==> config.mk <==
export PLATFORM = sky130hd
export DESIGN_NAME = sbst_tap
export DESIGN_NICKNAME = d
export VERILOG_FILES = /design/src/logic/sbst_pkg.sv /design/src/logic/sbst_sync.sv /design/src/logic/sbst_tap.sv
export SDC_FILE = /design/constraint.sdc
export NUM_CORES = 1
export LEC_CHECK = 0
export ABC_CLOCK_PERIOD_IN_PS = 8530
export BUFFER_PORTS_ARGS = -buffer_cell sky130_fd_sc_hd__buf_2
export CAP_MARGIN = 20
export CELL_PAD_IN_SITES_DETAIL_PLACEMENT = 1
export CELL_PAD_IN_SITES_GLOBAL_PLACEMENT = 1
export CORE_MARGIN = 8
export CORE_UTILIZATION = 25
export DETAILED_ROUTE_END_ITERATION = 7
export PLACE_DENSITY_LB_ADDON = 0.2
export SLEW_MARGIN = 20
export SYNTH_ARGS = -nofsm -noshare
export SYNTH_HDL_FRONTEND = slang
export SYNTH_HIERARCHICAL = 1
export SYNTH_SLANG_ARGS = --single-unit
==> constraint.sdc <==
create_clock -name core_clk -period 8.53 [get_ports core_clk]
set_input_delay 0.853 -clock core_clk [delete_from_list [all_inputs] [get_ports core_clk]]
set_output_delay 0.853 -clock core_clk [all_outputs]
set_load 0.02 [all_outputs]
==> src/logic/sbst_pkg.sv <==
/*
 * Constants, state and instruction types for the SRAM boundary-scan test port.
 * Assumes a single core clock at 10 MHz; the test clock is sampled as data.
 */
package sbst_pkg;
   localparam int IR_WIDTH = 3;
   localparam int BSR_LENGTH = 107;
   localparam int IDR_WIDTH = 32;
   localparam int BSR_OUT_ENABLE_BIT = 47;
   localparam int IDR_VERSION_LSB = 29;
   localparam int IDR_PART_LSB = 12;
   localparam int IDR_MAKER_LSB = 1;
   localparam logic [2:0] IR_EXTEST = 3'h0;
   localparam logic [2:0] IR_IDCODE = 3'h1;
   localparam logic [2:0] IR_SAMPLE_Z = 3'h2;
   localparam logic [2:0] IR_SAMPLE_PRELOAD = 3'h4;
   localparam logic [2:0] IR_BYPASS = 3'h7;
   localparam logic [2:0] IR_CAPTURE_PATTERN = 3'h1;
   localparam int RESET_TMS_EDGES = 5;
   localparam int SYNC_STAGES = 3;

   typedef enum logic [3:0] {
      ST_RESET, ST_IDLE, ST_SEL_DR, ST_CAP_DR, ST_SH_DR, ST_EX1_DR, ST_PAUSE_DR, ST_EX2_DR, ST_UPD_DR,
      ST_SEL_IR, ST_CAP_IR, ST_SH_IR, ST_EX1_IR, ST_PAUSE_IR, ST_EX2_IR, ST_UPD_IR
   } sbst_state_type;
endpackage : sbst_pkg

==> src/logic/sbst_sync.sv <==
/*
 * Three-stage synchroniser with agreement filter for one pin input.
 * Assumes the input is asynchronous to core_clk; output changes once stages two and three agree.
 */
module sbst_sync (
   input wire logic core_clk,
   input wire logic rst,
   input wire logic pin,
   output logic level
);
   logic [2:0] stage_q;
   logic [2:0] stage_d;
   logic level_q;
   logic level_d;

   always_comb begin
      stage_d = {stage_q[1:0], pin};
      level_d = (stage_q[1] == stage_q[2]) ? stage_q[2] : level_q;
   end

   always_ff @(posedge core_clk or posedge rst) begin
      if (rst) begin
         stage_q <= 3'h0;
         level_q <= 1'b0;
      end else begin
         stage_q <= stage_d;
         level_q <= level_d;
      end
   end

   assign level = level_q;
endmodule : sbst_sync

==> src/logic/sbst_tap.sv <==
/*
 * Boundary-scan test access port: controller, instruction register, bypass,
 * identification and 107-cell boundary register.
 * Assumes the test clock, mode select and serial input arrive from pins; the
 * boundary ring is presented as a parallel vector from the memory core.
 */
// Summary of operation
// - Boundary register of 107 cells, one-cell bypass and 32-bit identification register.
// - Identification bits 31:29 hold version, bits 28:12 hold part type, hardwired.
// - Identification bits 11:1 hold the eleven-bit manufacturer code.
// - Identification bit 0 always reads one.
// - Code 000 captures the boundary ring into the boundary register.
// - Code 001 loads the identification register onto the serial path.
// - Code 010 captures pins, selects boundary register, forces memory outputs high impedance.
// - Code 100 captures the ring and selects boundary register, memory unaffected.
// - Code 111 selects the bypass cell, memory unaffected.
// - Serial input sampled on rising test clock, output changed on falling edge.
// - Capture-instruction state loads 01 into the two low instruction shift bits.
// - Power up and test-logic-reset make the instruction register hold identification read.
// - Mode select high for five rising edges resets the port.
module sbst_tap #(
   parameter logic [2:0] VERSION = 3'h0,           // Arbitrary value
   parameter logic [16:0] PART_TYPE = 17'h00a5a,   // Arbitrary value
   parameter logic [10:0] MAKER_CODE = 11'h155     // Arbitrary value
) (
   input wire logic core_clk,
   input wire logic rst,
   input wire logic test_clk,
   input wire logic test_mode_sel,
   input wire logic test_data_in,
   input wire logic [sbst_pkg::BSR_LENGTH-1:0] ring_in,
   output logic test_data_out,
   output logic test_data_out_en,
   output logic [sbst_pkg::BSR_LENGTH-1:0] bsr_update,
   output logic extest_active,
   output logic mem_out_enable
);
   logic tck_s;
   logic tms_s;
   logic tdi_s;
   logic tck_q;
   logic rise;
   logic fall;
   logic bsr_sel;
   sbst_pkg::sbst_state_type st_q, st_d;
   logic [2:0] ir_sh_q, ir_sh_d, ir_q, ir_d;
   logic byp_q, byp_d;
   logic [31:0] id_q, id_d;
   logic [sbst_pkg::BSR_LENGTH-1:0] bsr_q, bsr_d, upd_q, upd_d;
   logic tdo_q, tdo_d, tdo_en_q, tdo_en_d;
   logic [31:0] id_word;
   logic [2:0] hi_cnt_q, hi_cnt_d;

   sbst_sync u_sync_tck (.core_clk(core_clk), .rst(rst), .pin(test_clk), .level(tck_s));
   sbst_sync u_sync_tms (.core_clk(core_clk), .rst(rst), .pin(test_mode_sel), .level(tms_s));
   sbst_sync u_sync_tdi (.core_clk(core_clk), .rst(rst), .pin(test_data_in), .level(tdi_s));

   assign rise = tck_s & ~tck_q;
   assign fall = ~tck_s & tck_q;
   assign id_word = {VERSION, PART_TYPE, MAKER_CODE, 1'b1};
   // Reserved codes fall back to the bypass cell so an unused code never disturbs the boundary register
   assign bsr_sel = (ir_q == sbst_pkg::IR_EXTEST) || (ir_q == sbst_pkg::IR_SAMPLE_Z) ||
                    (ir_q == sbst_pkg::IR_SAMPLE_PRELOAD);

   always_comb begin
      st_d = st_q;
      if (rise) begin
         case (st_q)
            sbst_pkg::ST_RESET: st_d = tms_s ? sbst_pkg::ST_RESET : sbst_pkg::ST_IDLE;
            sbst_pkg::ST_IDLE: st_d = tms_s ? sbst_pkg::ST_SEL_DR : sbst_pkg::ST_IDLE;
            sbst_pkg::ST_SEL_DR: st_d = tms_s ? sbst_pkg::ST_SEL_IR : sbst_pkg::ST_CAP_DR;
            sbst_pkg::ST_CAP_DR: st_d = tms_s ? sbst_pkg::ST_EX1_DR : sbst_pkg::ST_SH_DR;
            sbst_pkg::ST_SH_DR: st_d = tms_s ? sbst_pkg::ST_EX1_DR : sbst_pkg::ST_SH_DR;
            sbst_pkg::ST_EX1_DR: st_d = tms_s ? sbst_pkg::ST_UPD_DR : sbst_pkg::ST_PAUSE_DR;
            sbst_pkg::ST_PAUSE_DR: st_d = tms_s ? sbst_pkg::ST_EX2_DR : sbst_pkg::ST_PAUSE_DR;
            sbst_pkg::ST_EX2_DR: st_d = tms_s ? sbst_pkg::ST_UPD_DR : sbst_pkg::ST_SH_DR;
            sbst_pkg::ST_UPD_DR: st_d = tms_s ? sbst_pkg::ST_SEL_DR : sbst_pkg::ST_IDLE;
            sbst_pkg::ST_SEL_IR: st_d = tms_s ? sbst_pkg::ST_RESET : sbst_pkg::ST_CAP_IR;
            sbst_pkg::ST_CAP_IR: st_d = tms_s ? sbst_pkg::ST_EX1_IR : sbst_pkg::ST_SH_IR;
            sbst_pkg::ST_SH_IR: st_d = tms_s ? sbst_pkg::ST_EX1_IR : sbst_pkg::ST_SH_IR;
            sbst_pkg::ST_EX1_IR: st_d = tms_s ? sbst_pkg::ST_UPD_IR : sbst_pkg::ST_PAUSE_IR;
            sbst_pkg::ST_PAUSE_IR: st_d = tms_s ? sbst_pkg::ST_EX2_IR : sbst_pkg::ST_PAUSE_IR;
            sbst_pkg::ST_EX2_IR: st_d = tms_s ? sbst_pkg::ST_UPD_IR : sbst_pkg::ST_SH_IR;
            sbst_pkg::ST_UPD_IR: st_d = tms_s ? sbst_pkg::ST_SEL_DR : sbst_pkg::ST_IDLE;
            default: st_d = sbst_pkg::ST_RESET;
         endcase
      end
      // Five high mode-select edges win over the table from any state
      if (rise && hi_cnt_d == 3'(sbst_pkg::RESET_TMS_EDGES)) begin
         st_d = sbst_pkg::ST_RESET;
      end
   end

   // Counts consecutive high mode-select edges; five of them force reset from any state
   always_comb begin
      hi_cnt_d = hi_cnt_q;
      if (rise) begin
         if (!tms_s) begin
            hi_cnt_d = 3'h0;
         end else if (hi_cnt_q != 3'(sbst_pkg::RESET_TMS_EDGES)) begin
            hi_cnt_d = hi_cnt_q + 3'h1;
         end
      end
   end

   always_comb begin
      ir_sh_d = ir_sh_q;
      ir_d = ir_q;
      byp_d = byp_q;
      id_d = id_q;
      bsr_d = bsr_q;
      upd_d = upd_q;
      if (st_q == sbst_pkg::ST_RESET) begin
         ir_d = sbst_pkg::IR_IDCODE;
         upd_d[sbst_pkg::BSR_OUT_ENABLE_BIT] = 1'b1;
      end
      if (rise) begin
         case (st_q)
            sbst_pkg::ST_CAP_IR: ir_sh_d = sbst_pkg::IR_CAPTURE_PATTERN;
            sbst_pkg::ST_SH_IR: ir_sh_d = {tdi_s, ir_sh_q[2:1]};
            sbst_pkg::ST_UPD_IR: ir_d = ir_sh_q;
            sbst_pkg::ST_CAP_DR: begin
               byp_d = 1'b0;
               if (ir_q == sbst_pkg::IR_IDCODE) begin
                  id_d = id_word;
               end else if (ir_q == sbst_pkg::IR_EXTEST || ir_q == sbst_pkg::IR_SAMPLE_Z ||
                            ir_q == sbst_pkg::IR_SAMPLE_PRELOAD) begin
                  bsr_d = ring_in;
               end
            end
            sbst_pkg::ST_SH_DR: begin
               if (ir_q == sbst_pkg::IR_IDCODE) begin
                  id_d = {tdi_s, id_q[31:1]};
               end else if (bsr_sel) begin
                  bsr_d = {tdi_s, bsr_q[sbst_pkg::BSR_LENGTH-1:1]};
               end else begin
                  byp_d = tdi_s;
               end
            end
            sbst_pkg::ST_UPD_DR: begin
               if (ir_q == sbst_pkg::IR_EXTEST || ir_q == sbst_pkg::IR_SAMPLE_PRELOAD) begin
                  upd_d = bsr_q;
               end
            end
            default: begin
            end
         endcase
      end
   end

   // Serial output moves only on the falling test clock edge
   always_comb begin
      tdo_d = tdo_q;
      tdo_en_d = tdo_en_q;
      if (fall) begin
         tdo_en_d = (st_q == sbst_pkg::ST_SH_DR) || (st_q == sbst_pkg::ST_SH_IR);
         if (st_q == sbst_pkg::ST_SH_IR) begin
            tdo_d = ir_sh_q[0];
         end else if (ir_q == sbst_pkg::IR_IDCODE) begin
            tdo_d = id_q[0];
         end else if (bsr_sel) begin
            tdo_d = bsr_q[0];
         end else begin
            tdo_d = byp_q;
         end
      end
   end

   always_ff @(posedge core_clk or posedge rst) begin
      if (rst) begin
         tck_q <= 1'b0;
         st_q <= sbst_pkg::ST_RESET;
         hi_cnt_q <= 3'h0;
         ir_sh_q <= sbst_pkg::IR_IDCODE;
         ir_q <= sbst_pkg::IR_IDCODE;
         byp_q <= 1'b0;
         id_q <= 32'h0;
         bsr_q <= '0;
         upd_q <= '0;
         tdo_q <= 1'b0;
         tdo_en_q <= 1'b0;
      end else begin
         tck_q <= tck_s;
         st_q <= st_d;
         hi_cnt_q <= hi_cnt_d;
         ir_sh_q <= ir_sh_d;
         ir_q <= ir_d;
         byp_q <= byp_d;
         id_q <= id_d;
         bsr_q <= bsr_d;
         upd_q <= upd_d;
         tdo_q <= tdo_d;
         tdo_en_q <= tdo_en_d;
      end
   end

   assign test_data_out = tdo_q;
   assign test_data_out_en = tdo_en_q;
   assign bsr_update = upd_q;
   assign extest_active = (ir_q == sbst_pkg::IR_EXTEST);
   // Reserved codes are treated as bypass and leave memory outputs alone
   assign mem_out_enable = (ir_q == sbst_pkg::IR_SAMPLE_Z) ? 1'b0 :
                           (ir_q == sbst_pkg::IR_EXTEST) ? upd_q[sbst_pkg::BSR_OUT_ENABLE_BIT] : 1'b1;

   AST_RESET_IR: assert property (@(posedge core_clk) disable iff (rst)
      st_q == sbst_pkg::ST_RESET |=> ir_q == sbst_pkg::IR_IDCODE) else $error("ir not idcode after reset");
   AST_CAP_IR: assert property (@(posedge core_clk) disable iff (rst)
      rise && st_q == sbst_pkg::ST_CAP_IR |=> ir_sh_q == 3'h1) else $error("capture ir pattern wrong");
   AST_ID_CAPTURE: assert property (@(posedge core_clk) disable iff (rst)
      rise && st_q == sbst_pkg::ST_CAP_DR && ir_q == sbst_pkg::IR_IDCODE |=> id_q[0] == 1'b1 && id_q[11:1] == MAKER_CODE)
      else $error("id capture wrong");
   AST_ID_FIELDS: assert property (@(posedge core_clk) disable iff (rst)
      rise && st_q == sbst_pkg::ST_CAP_DR && ir_q == sbst_pkg::IR_IDCODE |=> id_q[31:12] == {VERSION, PART_TYPE})
      else $error("id upper fields wrong");
   AST_MAKER: assert property (@(posedge core_clk) disable iff (rst)
      rise && st_q == sbst_pkg::ST_CAP_DR && ir_q == sbst_pkg::IR_IDCODE |=> id_q[11:1] == MAKER_CODE)
      else $error("maker code wrong");
   AST_BSR_CAPTURE: assert property (@(posedge core_clk) disable iff (rst)
      rise && st_q == sbst_pkg::ST_CAP_DR && ir_q == sbst_pkg::IR_SAMPLE_PRELOAD |=> bsr_q == $past(ring_in))
      else $error("boundary capture wrong");
   AST_EXTEST_CAPTURE: assert property (@(posedge core_clk) disable iff (rst)
      rise && st_q == sbst_pkg::ST_CAP_DR && ir_q == sbst_pkg::IR_EXTEST |=> bsr_q == $past(ring_in))
      else $error("extest capture wrong");
   AST_HIZ: assert property (@(posedge core_clk) disable iff (rst)
      ir_q == sbst_pkg::IR_SAMPLE_Z |-> !mem_out_enable) else $error("outputs not high z");
   AST_IDCODE_NO_EFFECT: assert property (@(posedge core_clk) disable iff (rst)
      ir_q == sbst_pkg::IR_IDCODE || ir_q == sbst_pkg::IR_BYPASS |-> mem_out_enable) else $error("memory disturbed");
   AST_BYPASS_CAPTURE: assert property (@(posedge core_clk) disable iff (rst)
      rise && st_q == sbst_pkg::ST_CAP_DR && ir_q == sbst_pkg::IR_BYPASS |=> !byp_q) else $error("bypass not zero");
   AST_TDO_FALL: assert property (@(posedge core_clk) disable iff (rst)
      !fall |=> $stable(test_data_out)) else $error("tdo moved off falling edge");
   AST_FIVE_HIGH: assert property (@(posedge core_clk) disable iff (rst)
      rise && hi_cnt_q == 3'h4 && tms_s |=> st_q == sbst_pkg::ST_RESET) else $error("no reset after five");
   AST_FSM_IDLE: assert property (@(posedge core_clk) disable iff (rst)
      rise && st_q == sbst_pkg::ST_RESET && !tms_s |=> st_q == sbst_pkg::ST_IDLE) else $error("fsm step wrong");
   AST_BSR_LEN: assert property (@(posedge core_clk) disable iff (rst)
      rise && st_q == sbst_pkg::ST_SH_DR && ir_q == sbst_pkg::IR_SAMPLE_PRELOAD |=> bsr_q[106] == $past(tdi_s))
      else $error("bsr shift wrong");
endmodule : sbst_tap

Yosys cells after proc, flatten, opt, wreduce, memory -nomap -nowiden. Index checks and enable logic that the tools add are counted.

Bits in registers: 275. Bits of input ports: 112. Output and inout bits: 111. Logic and storage cells: 113.

Add/sub/neg operators: 1. Equal/unequal tests: 30. Multiplexer cells: 42. Bitwise operators: 4. Reduce and logical (&&, ||, !) cells: 18.

Operators with widths (number): $mux 107 (4); $pmux 107 s2 (1); $mux 48 (3); $mux 32 (2); $pmux 32 s2 (1); $pmux 4 s12 (1); $eq 4x4->1 const B (8); $mux 3 (8); $mux 4 (6); $eq 4x3->1 const B (4); $ne 2x2->1 const B (7); $mux 1 (11); $eq 4x2->1 const B (2); $reduce_and 4->1 (2); $eq 3x3->1 const B (2); $mux 2 (3); $pmux 3 s2 (1); $reduce_and 6->1 (1); $reduce_bool 2->1 (3); $eq 4x1->1 const B (1); $logic_not 4->1 (1); $logic_or 1x1->1 (4); $reduce_or 2->1 (2); $add 3x1->3 const B (1); 12 further kinds (16).

Logic depth before layout (Yosys ltp).
Depth in word-level cells: 7. Mapped depth: 9. Mapped depth without buffers: 7.

Modules after synthesis. The synthesis kept the hierarchy.

By module, submodules not included: sbst_tap (times used 1, cells each 903, area an instance 11043.1 µm²); sbst_sync (times used 3, cells each 6, area an instance 115.1 µm²).

Least setup slack after synthesis. Ideal clock, no wire load.

Kind: flip-flop to flip-flop. From: register ir_q[0]. To: register upd_q, in the netlist bsr_update[51]. Arrival time: 2051 ps. Data required time: 8405 ps. Slack: 6355 ps. Cell stages (with the launch flop): 7. Buffers on the path: 3. Period minus slack after synthesis: 2175 ps. Path through: dfstp_2 > clkbuf_1 > nor4_1 > nand3_1 > clkbuf_1 > buf_1 > mux2_2.

Longest elaborated chain between the ends: 3. Elaborated cells on any way between the ends: 4. Classes of those cells: 1 x eq/ne; 3 x reduce/logical.

Ends and longest elaborated chain: start: declaration (RTL line sbst_tap.sv:46) `logic [2:0] ir_sh_q, ir_sh_d, ir_q, ir_d;`; start signal: assignment (RTL line sbst_tap.sv:175) `ir_q <= sbst_pkg::IR_IDCODE;`; start signal: assignment (RTL line sbst_tap.sv:187) `ir_q <= ir_d;`; $eq 3x3->1 / $logic_not 3->1 (equally long branches) (RTL line sbst_tap.sv:141) `if (ir_q == sbst_pkg::IR_EXTEST || ir_q == sbst_pkg::IR_SAMPLE_PRELOAD) begin`; $logic_or 1x1->1 (*) (RTL line sbst_tap.sv:141); $reduce_and 3->1 (no source line) (*); end signal: assignment (RTL line sbst_tap.sv:191) `upd_q <= upd_d;`; end: declaration (RTL line sbst_tap.sv:49) `logic [sbst_pkg::BSR_LENGTH-1:0] bsr_q, bsr_d, upd_q, upd_d;`.

Every way passes the cells marked *; elsewhere a longest branch is shown, timed or not. A chain may end at the register's enable or synchronous reset.

Worst setup path after layout.
From: register st_q[0]. To: register id_q[9].

Longest elaborated chain between the ends: 3. Elaborated cells on any way between the ends: 7. Classes of those cells: 4 x eq/ne; 1 x mux; 2 x reduce/logical.

Ends and longest elaborated chain: start: declaration (RTL line sbst_tap.sv:45) `sbst_pkg::sbst_state_type st_q, st_d;`; start signal: assignment (RTL line sbst_tap.sv:172) `st_q <= sbst_pkg::ST_RESET;`; start signal: assignment (RTL line sbst_tap.sv:184) `st_q <= st_d;`; $eq 4x2->1 / $eq 4x3->1 (equally long branches) (RTL line sbst_tap.sv:118) `case (st_q)`; $ne 2x2->1 (no source line) / $reduce_bool 2->1 (equally long branches); $reduce_and 4->1 (no source line); end signal: assignment (RTL line sbst_tap.sv:189) `id_q <= id_d;`; end: declaration (RTL line sbst_tap.sv:48) `logic [31:0] id_q, id_d;`.

Several ways; a longest one is shown, not always the timed one.

==> results.md <==
* Status: completed
* Tmin final at 3.37 ns
* Final instance area at 0.0141 mm²
* Mux contribution to synthesized area at 0.200
* Synth top area cells: dfrtp_1 (60%), mux2_2 (11%), mux2i_1 (9.4%)
* Final non-filler cell total at 1746
* Post-route DRC at 0
* Max Freq at 297 MHz
* Die H at 229 µm
* Post-synth EDFFs at 0
* Worst Path Class, Setup: reg2reg
* Worst Setup End Kind: flop
* FF-to-FF path depth at 5
* Max-Slew Margin vs Limit at 0.280
* Placement Setup Slack at 5.08 ns
* #FFs+latches synth at between 200 and 300
* Leak pwr at 7.76 nW
* Adder-cell share of the synthesized area at 0.00516
* Total CTS buffers at 35
* Initial antenna violation count at 8
* Initial Utilization at 0.252
* Worst Tran Pin Value at 1.08 ns
* IO Port Bufs at 222
* Drt wl/cell at 17.7 µm
* Total power at 3.29 mW
* CTS tree: done
* Area grow syn2layout at 24.0%
* CTS clk-pin slew, worst paths at 0.05 ns
* Post-synthesis xor/xnor area fraction at 0
* Synth Area in Compound Gates at 0.0967
* H-Tree Depth at 2
* Cell variety after synth at 43
* Cells after DPL at 1685
* Setup crit end: id_q[9]$_DFFE_PP0P_
* Fin. Hold Viols at 0
* Final cycle utilization of the critical path at 0.395
* Die area at 0.0526 mm²
* Top Ports at 223
* YS warnings at 6
* First-pass GRT wire length at around 50 mm
* Crit Path Max Fanout at 59
* Total congestion overflow at 0
* Via count at roughly 7700
* Number of global-route vias before repair at roughly 8400
* Clk_lat worst skew at 0.53 ns
* Dominant cell type by area after synthesis: dfrtp_1
* CP required at 8.99 ns
* Clock root buffer: clkbuf_16
* Max-capacitance violation count at 0
* Post-synth top area share at 0.600
* Syn Nets at 1035
* Setup tns final at 0 ns
* Gr usage total at 0.118
* PD cells at between 200 and 250 mW/mm²
* Pre-Repair DR Iteration Count at 4
* Routability Congestion at slightly above 0.7
* Largest net degree at the start of global routing at about 150
* Simple-gate share of the synthesized area at 0.0646
* Worst setup SP type: flop
* WL final at between 30 and 40 mm
* Ys async rst share at 1.00
* CP startpoint: st_q[0]$_DFFE_PP0P_
* Final layout net count at ~1200
* RSZ-0062 raised after global routing: no
* Placed inst area at 0.0130 mm²
* Max-slew violations at 0
* Layout cells sized above 1 at 0.346
* DP HPWL at just over 20 mm
* R2R Setup Slk at approximately 5.2 ns
* Clk buf depth at 3
* Slowest cell on crit path: buf_4
* Critical R2R Launch: st_q[0]$_DFFE_PP0P_
* Largest family of logic cells by synthesized area: multiplexers
* Setup-failing EPs final at 0
* CP cell instances: nor3_1 -> nand2_4 -> buf_4 -> or3_1 -> o22a_1
* Total setup buffers inserted after CTS at 0
* Maximum VDD drop at 0.144 mV
* Commonest non-fill, non-tap cell in the layout: dfrtp_1
* Register area share after synthesis at 0.604
* Mapped cell area at between 0.01 and 0.015 mm²
* WP data arrival at 3.83 ns
* Mean Syn Cell Area at 12.4 µm²
* Primary FF master, synth: dfrtp_1
* Clock skew at 0.0152 ns
* Initial DRC count at 312
* DR vias/cell at between 4 and 5
* Core area at 0.0452 mm²
* Type of the most critical hold path: in2async
* Post-Syn Instances at 921
* Core Rows at 78
* DIE WIDTH at 229 µm
* Slowest stage delay, CP at 0.92 ns
* Commonest cells after routing, fill and taps aside: dfrtp_1 (273), buf_2 (222), nand2_1 (124)
* End of the worst register-to-register path: id_q[9]$_DFFE_PP0P_
* Post-CTS resize count at 0
* Routed Antenna Nets at 0
* CTS Hold Bufs at 0
* CTS Sinks at between 200 and 300
* Hold Slack at 0.286 ns
* Setup WS post-layout at 5.16 ns
* Util after Layout at 0.313
cells by family after synthesis:
family / count (synthesis)
buffers and inverters: 71
adders and majority gates: 5
muxes: 214
AOI/OAI and AO/OA: 182
DFF: 275
and+or+nand+nor: 174
routing by layer:
layer	track usage	up-vias	routed length (µm)
li1	-	3637	-
met5	0	-	93
met4	0.0305	14	617
met2	0.181	142	14200
met3	0.0434	55	1970
met1	0.155	3806	14000
worst max-delay path: cells and delay by family, from the launching register on:
kind,cells,cell delay (ns)
AND/OR/NAND/NOR,3,1.41
flip-flops,1,0.70
AO/OA/AOI/OAI,1,0.22
buffers and inverters,1,0.92
Yosys cell counts (all sizes together) (2+ instances only):
cell      n
nand3     5
nor2     15
buf      20
o22a     12
a22o     24
a31oi     2
dfrtp   273
nor4      2
inv       7
mux2i   107
mux2    107
or2       2
dfstp     2
nand3b    4
o41ai     3
clkbuf   44
nor3      5
and3      2
o21ai   122
nand2   125
o21a      2
nor2b     6
o31ai     2
nand2b    4
a21oi     6
ha        2
a211o     2
maj3      3
registers in the layout (all words and copies together), names as in the netlist:
signal / cells
u_sync_tck/stage_q: 3
ir_sh_q: 3
tck_q: 1
test_data_out_en: 1
u_sync_tdi/level: 1
hi_cnt_q: 3
u_sync_tms/level: 1
ir_q: 3
u_sync_tms/stage_q: 3
st_q: 4
byp_q: 1
u_sync_tck/level: 1
u_sync_tdi/stage_q: 3
bsr_q: 107
test_data_out: 1
id_q: 32
bsr_update: 107
where the power goes:
| group | internal, mW | total, mW | switching, mW | leakage, nW |
|---|---|---|---|---|
| clock network | 0.841 | 1.41 | 0.567 | 0.527 |
| logic | 0.200 | 0.421 | 0.221 | 4.03 |
| registers | 1.38 | 1.46 | 0.0809 | 3.20 |
| total | 2.42 | 3.29 | 0.869 | 7.76 |
how the worst min path moves through the flow:
stage,startpoint,to,slack [ns],cells past startpoint
after detailed placement,u_sync_tdi/stage_q[0]$_DFF_PP0_,u_sync_tdi/stage_q[1]$_DFF_PP0_,0.34,0
after CTS,rst,u_sync_tdi/stage_q[0]$_DFF_PP0_,0.26,2
after global routing,rst,u_sync_tck/stage_q[0]$_DFF_PP0_,0.28,2
final,rst,u_sync_tdi/level$_DFFE_PP0N_,0.29,2
after global placement,u_sync_tdi/stage_q[0]$_DFF_PP0_,u_sync_tdi/stage_q[1]$_DFF_PP0_,0.34,0
after floorplan,u_sync_tck/stage_q[0]$_DFF_PP0_,u_sync_tck/stage_q[1]$_DFF_PP0_,0.33,0
final cells by class:
| class | instances | area, µm² |
|---|---|---|
| antenna | 1 | 2.50 |
| clock buffer | 52 | 1000 |
| clock inverter | 8 | 78.8 |
| fill | 4968 | 31100 |
| inverter | 7 | 33.8 |
| multi-input combinational | 575 | 4210 |
| sequential | 275 | 6880 |
| tap | 600 | 751 |
| timing repair buffer | 228 | 1170 |
Note: power is estimated with default switching activity, not from simulation.
